[src/lsgp_cfg.svh]
// Register map, field positions and reset values of the shared port block
`ifndef LSGP_CFG_SVH
`define LSGP_CFG_SVH
`define LSGP_ADDR_W 4
`define LSGP_OFF_SEG_DATA 4'h0
`define LSGP_OFF_SEG_DIR 4'h4
`define LSGP_OFF_SUP_DATA 4'h8
`define LSGP_OFF_SUP_DIR 4'hC
`define LSGP_OFF_CTRL 4'h1
`define LSGP_OFF_MODIFY_DATA_SEG 4'h2
`define LSGP_OFF_MODIFY_DATA_SUP 4'h3
`define LSGP_DIR_RST 8'h00
`define LSGP_DATA_RST 8'h00
`define LSGP_CTRL_RST 16'h0000
`define LSGP_SEG_W 8
`define LSGP_SUP_W 5
`define LSGP_CTRL_SEG_LSB 0
`define LSGP_CTRL_SUP_LSB 8
`define LSGP_CTRL_PORT_IN_CTL_BIT 13
`define LSGP_CTRL_SPS_BIT 14
`define LSGP_RD_UNMAPPED 32'h0000_0000
`endif

[src/lsgp_pkg.sv]
// Types shared by the shared port block
package lsgp_pkg;
  typedef enum logic [1:0] {
    LSGP_IDLE = 2'b01,
    LSGP_ANS = 2'b10
  } lsgp_bus_e;
endpackage

[src/lsgp_ports.sv]
// Two general purpose ports sharing pins with LCD segment and supply functions
// What this block does
// [RULE1] Direction one drives data latch onto pin; code drives segment pins only while the port input control bit is set
// [RULE2] Direction zero makes pin an input
// [RULE3] Data write updates latch, output pins follow
// [RULE4] Input pins keep latch value, not driven
// [RULE5] Output pins read back latch value
// [RULE6] Input pins read pin; modify-write reads latch
// [RULE7] Reset clears all direction bits
// [RULE8] Standby with pin-state one floats and blocks
// [RULE9] Standby with pin-state zero changes nothing
// [RULE10] Segment select zero gives port operation; code drives such pins only while the port input control bit is set
// [RULE11] Segment select one routes LCD segment; code routes it only while the port input control bit is set
// [RULE12] Software clears direction for segment pins
// [RULE13] Supply enable zero gives port operation
// [RULE14] Supply enable one selects LCD supply use
// [RULE15] Eight-pin port bits map to pins
// [RULE16] Five-pin port implements bits zero to four
// [RULE17] Software disables peripheral outputs first
// [RULE18] Absent upper bits read zero
`timescale 1ns/1ps
`include "lsgp_cfg.svh"
module lsgp_ports
  import lsgp_pkg::*;
#(
  parameter int SEG_W = `LSGP_SEG_W,
  parameter int SUP_W = `LSGP_SUP_W
) (
  input wire logic mclk,
  input wire logic sys_rst,
  input wire logic [`LSGP_ADDR_W-1:0] avs_address,
  input wire logic avs_read,
  input wire logic avs_write,
  input wire logic [31:0] avs_writedata,
  input wire logic [3:0] avs_byteenable,
  output logic [31:0] avs_readdata,
  output logic avs_waitrequest,
  input wire logic standby_enter,
  input wire logic [SEG_W-1:0] lcd_seg_drive,
  input wire logic [SEG_W-1:0] seg_pin_i,
  output logic [SEG_W-1:0] seg_pin_o,
  output logic [SEG_W-1:0] seg_pin_oe,
  output logic [SEG_W-1:0] seg_in_blocked,
  input wire logic [SUP_W-1:0] sup_pin_i,
  output logic [SUP_W-1:0] sup_pin_o,
  output logic [SUP_W-1:0] sup_pin_oe,
  output logic [SUP_W-1:0] sup_lcd_supply_sel
);
  // ****************************************
  // Registers
  // ****************************************
  logic [SEG_W-1:0] seg_data_r;
  logic [SEG_W-1:0] seg_dir_r;
  logic [SUP_W-1:0] sup_data_r;
  logic [SUP_W-1:0] sup_dir_r;
  logic [SEG_W-1:0] segment_select_r;
  logic [SUP_W-1:0] lcd_supply_enable_r;
  logic port_input_control_r;
  logic standby_pin_state_r;
  logic [SEG_W-1:0] seg_s1_r, seg_s2_r;
  logic [SUP_W-1:0] sup_s1_r, sup_s2_r;
  lsgp_bus_e bus_r;
  logic [31:0] rdata_r;

  // ****************************************
  // Decode
  // ****************************************
  function automatic logic hit(input logic [`LSGP_ADDR_W-1:0] a, input logic [`LSGP_ADDR_W-1:0] o);
    hit = (a == o);
  endfunction

  wire take = (bus_r == LSGP_IDLE) && (avs_read || avs_write);
  // Writes land at the edge where the master sees waitrequest low, never earlier
  wire ans = (bus_r == LSGP_ANS);
  wire wr = ans && avs_write && avs_byteenable[0];
  wire wr_hi = ans && avs_write && avs_byteenable[1];
  wire wr_seg_data = wr && hit(avs_address, `LSGP_OFF_SEG_DATA); // [RULE3] [RULE4]
  wire wr_seg_dir = wr && hit(avs_address, `LSGP_OFF_SEG_DIR);
  wire wr_sup_data = wr && hit(avs_address, `LSGP_OFF_SUP_DATA);
  wire wr_sup_dir = wr && hit(avs_address, `LSGP_OFF_SUP_DIR);
  wire wr_ctrl = wr && hit(avs_address, `LSGP_OFF_CTRL);
  wire wr_ctrl_hi = wr_hi && hit(avs_address, `LSGP_OFF_CTRL);

  // Standby floats pins only while the pin-state bit is set
  wire float_all = standby_enter && standby_pin_state_r; // [RULE8] [RULE9]

  // Synchronised pins forced low while blocked, to avoid open-input leakage
  wire [SEG_W-1:0] seg_in = float_all ? '0 : seg_s2_r; // [RULE8]
  wire [SUP_W-1:0] sup_in = float_all ? '0 : sup_s2_r;

  // Normal read mixes latch and pin per direction; modify-write reads latch
  wire [SEG_W-1:0] seg_rd = (seg_dir_r & seg_data_r) | (~seg_dir_r & seg_in); // [RULE5] [RULE6]
  wire [SUP_W-1:0] sup_rd = (sup_dir_r & sup_data_r) | (~sup_dir_r & sup_in);

  wire [31:0] ctrl_rd = {17'h0_0000, standby_pin_state_r, port_input_control_r,
                         lcd_supply_enable_r, segment_select_r};

  logic [31:0] rd_mux;
  always_comb begin
    rd_mux = `LSGP_RD_UNMAPPED;
    case (avs_address)
      `LSGP_OFF_SEG_DATA: rd_mux = {24'h00_0000, seg_rd};
      `LSGP_OFF_SEG_DIR: rd_mux = {24'h00_0000, seg_dir_r};
      `LSGP_OFF_SUP_DATA: rd_mux = {27'h000_0000, sup_rd}; // [RULE18]
      `LSGP_OFF_SUP_DIR: rd_mux = {27'h000_0000, sup_dir_r};
      `LSGP_OFF_CTRL: rd_mux = ctrl_rd;
      `LSGP_OFF_MODIFY_DATA_SEG: rd_mux = {24'h00_0000, seg_data_r}; // [RULE6]
      `LSGP_OFF_MODIFY_DATA_SUP: rd_mux = {27'h000_0000, sup_data_r};
      default: rd_mux = `LSGP_RD_UNMAPPED;
    endcase
  end

  // ****************************************
  // Bus slave: one wait cycle, answer on the second edge
  // ****************************************
  lsgp_bus_e bus_nxt;
  always_comb begin
    case (bus_r)
      LSGP_IDLE: bus_nxt = take ? LSGP_ANS : LSGP_IDLE;
      LSGP_ANS: bus_nxt = LSGP_IDLE;
      default: bus_nxt = LSGP_IDLE;
    endcase
  end
  assign avs_waitrequest = (avs_read || avs_write) && (bus_r != LSGP_ANS);
  assign avs_readdata = rdata_r;

  always_ff @(posedge mclk) begin
    if (sys_rst) begin
      bus_r <= LSGP_IDLE;
      rdata_r <= `LSGP_RD_UNMAPPED;
    end else begin
      bus_r <= bus_nxt;
      if (take && avs_read) begin
        rdata_r <= rd_mux;
      end
    end
  end

  // Pin synchronisers
  always_ff @(posedge mclk) begin
    if (sys_rst) begin
      seg_s1_r <= '0;
      seg_s2_r <= '0;
      sup_s1_r <= '0;
      sup_s2_r <= '0;
    end else begin
      seg_s1_r <= seg_pin_i;
      seg_s2_r <= seg_s1_r;
      sup_s1_r <= sup_pin_i;
      sup_s2_r <= sup_s1_r;
    end
  end

  // Port registers; writes land at the answer edge
  always_ff @(posedge mclk) begin
    if (sys_rst) begin
      seg_dir_r <= SEG_W'(`LSGP_DIR_RST); // [RULE7]
      sup_dir_r <= SUP_W'(`LSGP_DIR_RST); // [RULE7]
      seg_data_r <= SEG_W'(`LSGP_DATA_RST);
      sup_data_r <= SUP_W'(`LSGP_DATA_RST);
    end else begin
      if (wr_seg_data) seg_data_r <= avs_writedata[SEG_W-1:0]; // [RULE15]
      if (wr_seg_dir) seg_dir_r <= avs_writedata[SEG_W-1:0];
      if (wr_sup_data) sup_data_r <= avs_writedata[SUP_W-1:0]; // [RULE16]
      if (wr_sup_dir) sup_dir_r <= avs_writedata[SUP_W-1:0];
    end
  end

  always_ff @(posedge mclk) begin
    if (sys_rst) begin
      segment_select_r <= '0;
      lcd_supply_enable_r <= '0;
      port_input_control_r <= 1'b0;
      standby_pin_state_r <= 1'b0;
    end else begin
      if (wr_ctrl) segment_select_r <= avs_writedata[`LSGP_CTRL_SEG_LSB +: SEG_W];
      if (wr_ctrl_hi) begin
        lcd_supply_enable_r <= avs_writedata[`LSGP_CTRL_SUP_LSB +: SUP_W];
        port_input_control_r <= avs_writedata[`LSGP_CTRL_PORT_IN_CTL_BIT];
        standby_pin_state_r <= avs_writedata[`LSGP_CTRL_SPS_BIT];
      end
    end
  end

  // ****************************************
  // Pin drive
  // ****************************************
  // Until the port input control bit is set neither function reaches a segment pin
  wire [SEG_W-1:0] seg_lcd = segment_select_r & {SEG_W{port_input_control_r}}; // [RULE11]
  wire [SEG_W-1:0] seg_gpio = ~segment_select_r & {SEG_W{port_input_control_r}}; // [RULE10]
  assign seg_pin_o = (seg_lcd & lcd_seg_drive) | (~seg_lcd & seg_data_r); // [RULE1] [RULE3]
  assign seg_pin_oe = float_all ? '0 : (seg_lcd | (seg_gpio & seg_dir_r)); // [RULE1] [RULE2] [RULE8]
  assign seg_in_blocked = {SEG_W{float_all}};
  assign sup_lcd_supply_sel = lcd_supply_enable_r; // [RULE14]
  assign sup_pin_o = sup_data_r;
  // Supply pins never driven while used as LCD supply inputs
  assign sup_pin_oe = float_all ? '0 : (~lcd_supply_enable_r & sup_dir_r); // [RULE13] [RULE4]

  // ****************************************
  // Checks
  // ****************************************
  chk_float_pins: assert property (@(posedge mclk) disable iff (sys_rst) // [RULE8]
    (standby_enter && standby_pin_state_r) |-> (seg_pin_oe == '0 && sup_pin_oe == '0))
    else $error("pins driven in floating standby");
  chk_out_latch: assert property (@(posedge mclk) disable iff (sys_rst) // [RULE1]
    (!float_all && port_input_control_r) |-> ((seg_pin_oe & ~segment_select_r) ==
      (seg_dir_r & ~segment_select_r)) && ((seg_pin_o & seg_gpio) == (seg_data_r & seg_gpio)))
    else $error("output pin not following latch");
  chk_in_undriven: assert property (@(posedge mclk) disable iff (sys_rst) // [RULE2]
    ((sup_pin_oe & ~sup_dir_r) == '0))
    else $error("input pin driven");
  chk_write_latch: assert property (@(posedge mclk) disable iff (sys_rst) // [RULE3]
    wr_seg_data |=> seg_data_r == $past(avs_writedata[SEG_W-1:0]))
    else $error("data write lost");
  chk_read_mix: assert property (@(posedge mclk) disable iff (sys_rst) // [RULE5]
    (take && avs_read && avs_address == `LSGP_OFF_SEG_DATA) |=>
      (rdata_r[SEG_W-1:0] & $past(seg_dir_r)) == ($past(seg_data_r) & $past(seg_dir_r)))
    else $error("read of output pins not latch");
  chk_rmw_read: assert property (@(posedge mclk) disable iff (sys_rst) // [RULE6]
    (take && avs_read && avs_address == `LSGP_OFF_MODIFY_DATA_SUP) |=>
      rdata_r == {27'h000_0000, $past(sup_data_r)})
    else $error("modify-write read not latch");
  chk_upper_zero: assert property (@(posedge mclk) disable iff (sys_rst) // [RULE18]
    (ans && avs_read && avs_address == `LSGP_OFF_SUP_DIR) |-> avs_readdata[31:SUP_W] == '0)
    else $error("absent bits not zero");
  chk_reset_dir: assert property (@(posedge mclk) // [RULE7]
    $past(sys_rst) |-> (seg_dir_r == '0 && sup_dir_r == '0))
    else $error("direction not cleared by reset");
  chk_supply_sel: assert property (@(posedge mclk) disable iff (sys_rst) // [RULE14]
    ((sup_pin_oe & lcd_supply_enable_r) == '0))
    else $error("supply pin driven");
  chk_answer_time: assert property (@(posedge mclk) disable iff (sys_rst)
    take |=> !avs_waitrequest)
    else $error("answer late");
  chk_seg_in_undriven: assert property (@(posedge mclk) disable iff (sys_rst) // [RULE2]
    ((seg_pin_oe & seg_gpio & ~seg_dir_r) == '0))
    else $error("segment input pin driven");
  chk_port_sel: assert property (@(posedge mclk) disable iff (sys_rst) // [RULE10]
    !float_all |-> ((seg_pin_oe & seg_gpio) == (seg_dir_r & seg_gpio)))
    else $error("port pin direction not followed");
  chk_lcd_route: assert property (@(posedge mclk) disable iff (sys_rst) // [RULE11]
    ((seg_lcd & (seg_pin_o ^ lcd_seg_drive)) == '0))
    else $error("segment level not routed");
  chk_sup_port: assert property (@(posedge mclk) disable iff (sys_rst) // [RULE13]
    !float_all |-> ((sup_pin_oe & ~lcd_supply_enable_r) == (sup_dir_r & ~lcd_supply_enable_r)))
    else $error("supply port direction not followed");
  chk_hold_standby: assert property (@(posedge mclk) disable iff (sys_rst) // [RULE9]
    (standby_enter && !standby_pin_state_r) |-> (sup_pin_oe == (~lcd_supply_enable_r & sup_dir_r)))
    else $error("standby changed pin drive");
  chk_blocked_in: assert property (@(posedge mclk) disable iff (sys_rst) // [RULE8]
    float_all |-> (seg_in_blocked == '1 && seg_in == '0 && sup_in == '0))
    else $error("input not blocked low");
  cov_seg_lcd: cover property (@(posedge mclk) disable iff (sys_rst) |seg_lcd);
  cov_float: cover property (@(posedge mclk) disable iff (sys_rst) float_all);
  cov_rd: cover property (@(posedge mclk) disable iff (sys_rst) take && avs_read);
  cov_wr_dir: cover property (@(posedge mclk) disable iff (sys_rst) wr_sup_dir);
  cov_modify_rd: cover property (@(posedge mclk) disable iff (sys_rst)
    take && avs_read && avs_address == `LSGP_OFF_MODIFY_DATA_SEG);
endmodule

[config.mk]
export PLATFORM = sky130hd
export DESIGN_NAME = lsgp_ports
export DESIGN_NICKNAME = d
export VERILOG_FILES = /design/src/lsgp_pkg.sv /design/src/lsgp_ports.sv
export VERILOG_INCLUDE_DIRS = /design/src
export SDC_FILE = /design/constraint.sdc
export NUM_CORES = 1
export LEC_CHECK = 0
export ABC_AREA = 1
export BUFFER_PORTS_ARGS = -buffer_cell sky130_fd_sc_hd__buf_2
export CORE_AREA = 2 2 112 70
export CTS_BUF_LIST = sky130_fd_sc_hd__clkbuf_4
export CTS_CLUSTER_DIAMETER = 60
export DETAILED_ROUTE_END_ITERATION = 10
export DIE_AREA = 0 0 114 72
export GPL_ROUTABILITY_DRIVEN = 0
export PLACE_DENSITY = 0.87
export SLEW_MARGIN = 0
export SYNTH_ARGS = -nofsm -noshare
export SYNTH_HDL_FRONTEND = slang
export SYNTH_SLANG_ARGS = --single-unit
[constraint.sdc]
create_clock -name mclk -period 3.05 [get_ports mclk]
set_input_delay 0.61 -clock mclk [delete_from_list [all_inputs] [get_ports mclk]]
set_output_delay 0.61 -clock mclk [all_outputs]
set_load 0.02 [all_outputs]
# After elaboration in Yosys (flattened, before gate mapping)
# Cells that the tools add are included.
[word_totals] regBits=101 out_inout_bits=72
[classes] bitwise_logic=20 reduce_logical=16 n_mux=6 eq_ne=9
[op_table] cell="15-bit case mux with 7 select lines" n=1
[op_table] cell="8-bit AND" n=7
[op_table] cell="8-bit inverter" n=3
[op_table] cell="8-bit OR" n=3
[op_table] cell="8-bit 2-to-1 mux" n=2
[op_table] cell="5-bit AND" n=3
[op_table] cell="1-bit logical AND" n=13
[op_table] cell="5-bit 2-to-1 mux" n=2
[op_table] cell="5-bit inverter" n=2
[op_table] cell="4-bit by 2-bit equality test with 1-bit output, second input constant" n=2
[op_table] cell="4-bit equality test, second input constant" n=2
[op_table] cell="5-bit OR" n=1
[op_table] cell="4-bit by 1-bit equality test with 1-bit output, second input constant" n=1
[op_table] cell="4-bit by 3-bit equality test with 1-bit output, second input constant" n=1
[op_table] cell="4-bit logical NOT" n=1
[op_table] cell="2-bit by 1-bit equality test with 1-bit output, second input constant" n=1
[op_table] cell="2-bit equality test, second input constant" n=1
[op_table] cell="2-bit 2-to-1 mux" n=1
[op_table] cell="2-bit inequality test, second input constant" n=1
[op_table] cell="2-bit OR reduction" n=1
[op_table] cell="1-bit logical OR" n=1
[op_table] cell="1-bit inverter" n=1

# Longest topological paths before layout
[logic_depth] ltp_word=5 depth_mapped=9 depth_no_buf=8

# Worst setup path after synthesis
# OpenSTA, ideal clock, no wires.
[synth_timing] path_type="input to output" from="input standby_enter" to="output seg_pin_oe[0]" path_stages=4 required_time_ns=2.440 t_arrival_ns=1.297 slack_ns=1.143 n_path_buf=1 path_cell_list="nand2_1 buf_2 nand2_1 nor2_1"
[synth_between] elab_chain_cells=2
[synth_lines] element="start: declaration" line_no="lsgp_ports.sv:38" rtl="input wire logic standby_enter,"
[synth_lines] element="1-bit logical AND" line_no="lsgp_ports.sv:85" rtl="wire float_all = standby_enter && standby_pin_state_r;"
[synth_lines] element="8-bit 2-to-1 mux" line_no="lsgp_ports.sv:192" rtl="assign seg_pin_oe = float_all ? '0 : (seg_lcd | (seg_gpio & seg_dir_r));"
[synth_lines] element="end: declaration" line_no="lsgp_ports.sv:42" rtl="output logic [SEG_W-1:0] seg_pin_oe,"
# No other way between the ends.

# Worst setup path in the final report
[layout_timing] from="register port_input_control_r" to="output seg_pin_oe[3]"
[layout_between] elab_chain_cells=4 elab_cells_between_ends=5
[layout_lines] element="start: declaration" line_no="lsgp_ports.sv:58" rtl="logic port_input_control_r;"
[layout_lines] element="start signal: assignment" line_no="lsgp_ports.sv:179" rtl="port_input_control_r <= avs_writedata[`LSGP_CTRL_PORT_IN_CTL_BIT];"
[layout_lines] element="8-bit AND" line_no="lsgp_ports.sv:190" rtl="wire [SEG_W-1:0] seg_gpio = ~segment_select_r & {SEG_W{port_input_control_r}};"
[layout_lines] element="8-bit AND" line_no="lsgp_ports.sv:192"
[layout_lines] element="8-bit OR (*)" line_no="lsgp_ports.sv:192"
[layout_lines] element="8-bit 2-to-1 mux (*)" line_no="lsgp_ports.sv:192"
# Every way passes the cells marked *; elsewhere a longest branch is shown, timed or not.

==> flow_metrics.env <==
export IMPL_tightest_slew_ns=0.9146
export IMPL_synth_area_sq_mm=0.003921
export IMPL_critPathCaptureType="output port"
export IMPL_synth_seq_cells=84
export IMPL_leakage_nw=2.151
export IMPL_netlist_instances=545
export IMPL_synth_top_flop_cell="dfxtp_1"
export IMPL_worstSetupStartpointType="flip-flop"
export IMPL_seqPwrFrac_pct=57.5
export IMPL_grt_max_degree=49
export IMPL_finalClockSkew_ns=0.01701
export IMPL_placed_cells=715
export IMPL_cp_cell_sequence="buf_4 -> nand2_1 -> nor2_1 -> buf_2"
export IMPL_cp_max_fo=11
export IMPL_synth_edf_count=0
export IMPL_htreeDepth=3
export IMPL_internal_power_mw=1.435
export IMPL_clock_sinks=84
export IMPL_setup_viol=0
export IMPL_grt_pass1_vias=3472
export IMPL_grt_remaining_overflow=0
export IMPL_worst_ir_drop_vdd_uv=205.0
export IMPL_drv_slew=0
export IMPL_period_share_pct=72.59
export IMPL_clkLatencyLatePin_ns=0.45
export IMPL_vias_per_cell=5.200
export IMPL_worst_slack_ns=0.8361
export IMPL_nFillCells=652
export IMPL_drt_iter0_drc=281
export IMPL_finalSetupTns_ns=0
export IMPL_cts_buffers=9
export IMPL_layout_cells_non_filler=731
export IMPL_synth_area_leaders="dfxtp_1, nor2_1, nand2_1"
export IMPL_post_place_ws_ns=0.8000
export IMPL_clk_pin_slew_ns=0.14
export IMPL_critical_path_top_delay_family="simple AND/OR/NAND/NOR gates"
export IMPL_async_reset_ff_share_pct=0
export IMPL_ys_warn_count=0
export IMPL_core_area_sq_mm=0.007147
export IMPL_p_sw_share_pct=26.61
export IMPL_rows=24
export IMPL_drc_errors=0
export IMPL_slew_headroom_pct=38.96
export IMPL_placed_cell_area_sq_mm=0.004347
export IMPL_ant_nets=0
export IMPL_synth_top_cell_area_share_pct=42.88
export IMPL_clock_root_buffer="clkbuf_4"
export IMPL_cp_arrival_ns=1.60
export IMPL_ys_types=27
export IMPL_start_util_pct=54.87
export IMPL_die_w_um=114
export IMPL_path_class="flip-flop to output port"
export IMPL_area_delta_synth_final_pct=14.52
export IMPL_gr_usage_all_layers_pct=25.38
export IMPL_yosysTopAreaCell="dfxtp_1"
export IMPL_hp_class="input pin to flip-flop"
export IMPL_ctsResizeCount=0
export IMPL_antenna_found_initial=0
export IMPL_design_power_total_mw=1.956
export IMPL_cp_data_required_time_ns=2.44
export IMPL_postCtsSetupBuffers=0
export IMPL_p_comb_share_pct=8.6
export IMPL_cp_slowest_cell="dfxtp_1"
export IMPL_timing_final_crit_period_ns=2.214
export IMPL_fp_dieH_um=72
export IMPL_die_area_sq_mm=0.008208
export IMPL_grt_first_pass_wirelength_mm=16.27
export IMPL_clkPwrFrac_pct=33.9
export IMPL_antennaDiodeCount=0
export IMPL_maxCapViolCount=0
export IMPL_drtPass1Iterations=5
export IMPL_fmax_mhz=451.7
export IMPL_rsz0062_at_grt="false"
export IMPL_p_switching_uw=520.4
export IMPL_fin_area_sq_mm=0.004491
export IMPL_p_per_area_mw_per_mm2=435.5
export IMPL_drive_gt1_share_pct=23.44
export IMPL_hold_viol=0
export IMPL_cpPeakStageDelay_ns=0.33
export IMPL_crit_buf_inv=2
export IMPL_ioPinCount=138
export IMPL_syn_area_per_cell_sq_um=7.195
export IMPL_nets=701
export IMPL_num_vias=3801
export IMPL_routed_wl_mm=10.31
export IMPL_post_dp_hpwl_mm=7.556
export IMPL_portBuffers=101
export IMPL_cts_hold_buffers=0
export IMPL_avgRoutedWirePerCell_um=14.11
export IMPL_status="complete, no violations"
export IMPL_cts_tree="done"
export IMPL_yosysSeqAreaShare_pct=42.88
export IMPL_clockBufferDepth=2
## final cells by class
cell class,instances,area [sq um],area share [%]
Inverter,66,249.0,5.545
Multi-Input combinational cell,369,1767,39.34
Sequential cell,84,1682,37.45
Tap cell,91,113.9,2.536
Timing Repair Buffer,105,535.5,11.93
Clock inverter,5,61.31,1.365
Clock buffer,11,82.58,1.839
## layout by cell type, fill, tap and decap left out
cell type	instances
inv_6	1
nor2_4	4
clkinv_2	1
inv_2	3
clkbuf_4	11
inv_1	62
nand3_2	2
nor2_2	2
dfxtp_1	84
clkinvlp_4	3
a22oi_2	7
nand3_1	41
nand2_2	2
o21ai_0	46
nand2_4	2
nor2_1	112
nor3_1	1
conb_1	17
buf_4	4
nand4_1	2
bufinv_16	1
a21oi_2	3
o21ai_1	3
nand2_1	72
o211ai_1	3
buf_2	101
nor2_8	3
a21oi_1	47
## power groups by stage
stage / combinational, mW / clock (mW) / sequential, mW
2_1_floorplan: 0.120 / 0 / 1.15
3_3_place_gp: 0.160 / 0 / 1.15
3_5_place_dp: 0.166 / 0 / 1.15
4_1_cts: 0.167 / 0.664 / 1.12
5_1_grt: 0.186 / 0.711 / 1.13
6_report: 0.169 / 0.663 / 1.12
## sequential cells by signal, indices dropped and copies added, names as in the netlist, 8 cells and up
signal and cells:
segment_select_r 8, seg_s2_r 8, avs_readdata 15, seg_dir_r 8
seg_data_r 8, seg_s1_r 8
## tightest hold or removal path: stages
cell and delay (ns):
buf_2 0.09, inv_1 0.04, nor2_1 0.03
## cell usage after synthesis (all sizes together), types with 2 or more instances
| master | number |
|---|---|
| inv | 65 |
| o21ai | 49 |
| a22oi | 7 |
| buf | 35 |
| clkbuf | 7 |
| nand3 | 43 |
| dfxtp | 84 |
| o211ai | 3 |
| nand4 | 2 |
| nand2 | 76 |
| a21oi | 50 |
| nor2 | 121 |
## path summary, 6_finish.rpt
path	start	endpoint	slack, ns	cells past startpoint
max	port_input_control_r$_SDFFE_PP0P_	seg_pin_oe[3]	0.84	4
min	sup_pin_i[2]	sup_s1_r[2]$_SDFF_PP0_	0.35	3
max reg2reg	bus_r[1]$_SDFF_PP0_	sup_pin_o[4]$_SDFFE_PP0P_	1.46	5
min reg2reg	seg_s1_r[3]$_SDFF_PP0_	seg_s2_r[3]$_SDFF_PP0_	0.41	2
## stage by stage
stage	hold slack (ns)	util (%)
after floorplan	0.3883	-
after global placement	0.3926	60.82
after detailed placement	0.3963	60.82
after CTS	0.3436	62.83
after global routing	0.3274	62.83
final	0.3475	62.83
## per-layer routing
metal	part of all wire, %	vias to the layer above	GRT usage [%]
met5	0	-	0
met4	1.9	0	8.672
met3	9.2	25	5.931
met2	45	199	41.07
met1	44	1700	33.79
li1	-	1877	-
## cell families (layout without fill, tap and decap cells)
group	after synthesis	after routing	share of synthesized area, %
compound gates	109	109	15.73
simple gates	243	243	27.70
buf+inv	108	187	13.59
flops	84	84	42.88
other cells	1	17	0.09563
Power figures use the tool's default switching activity.
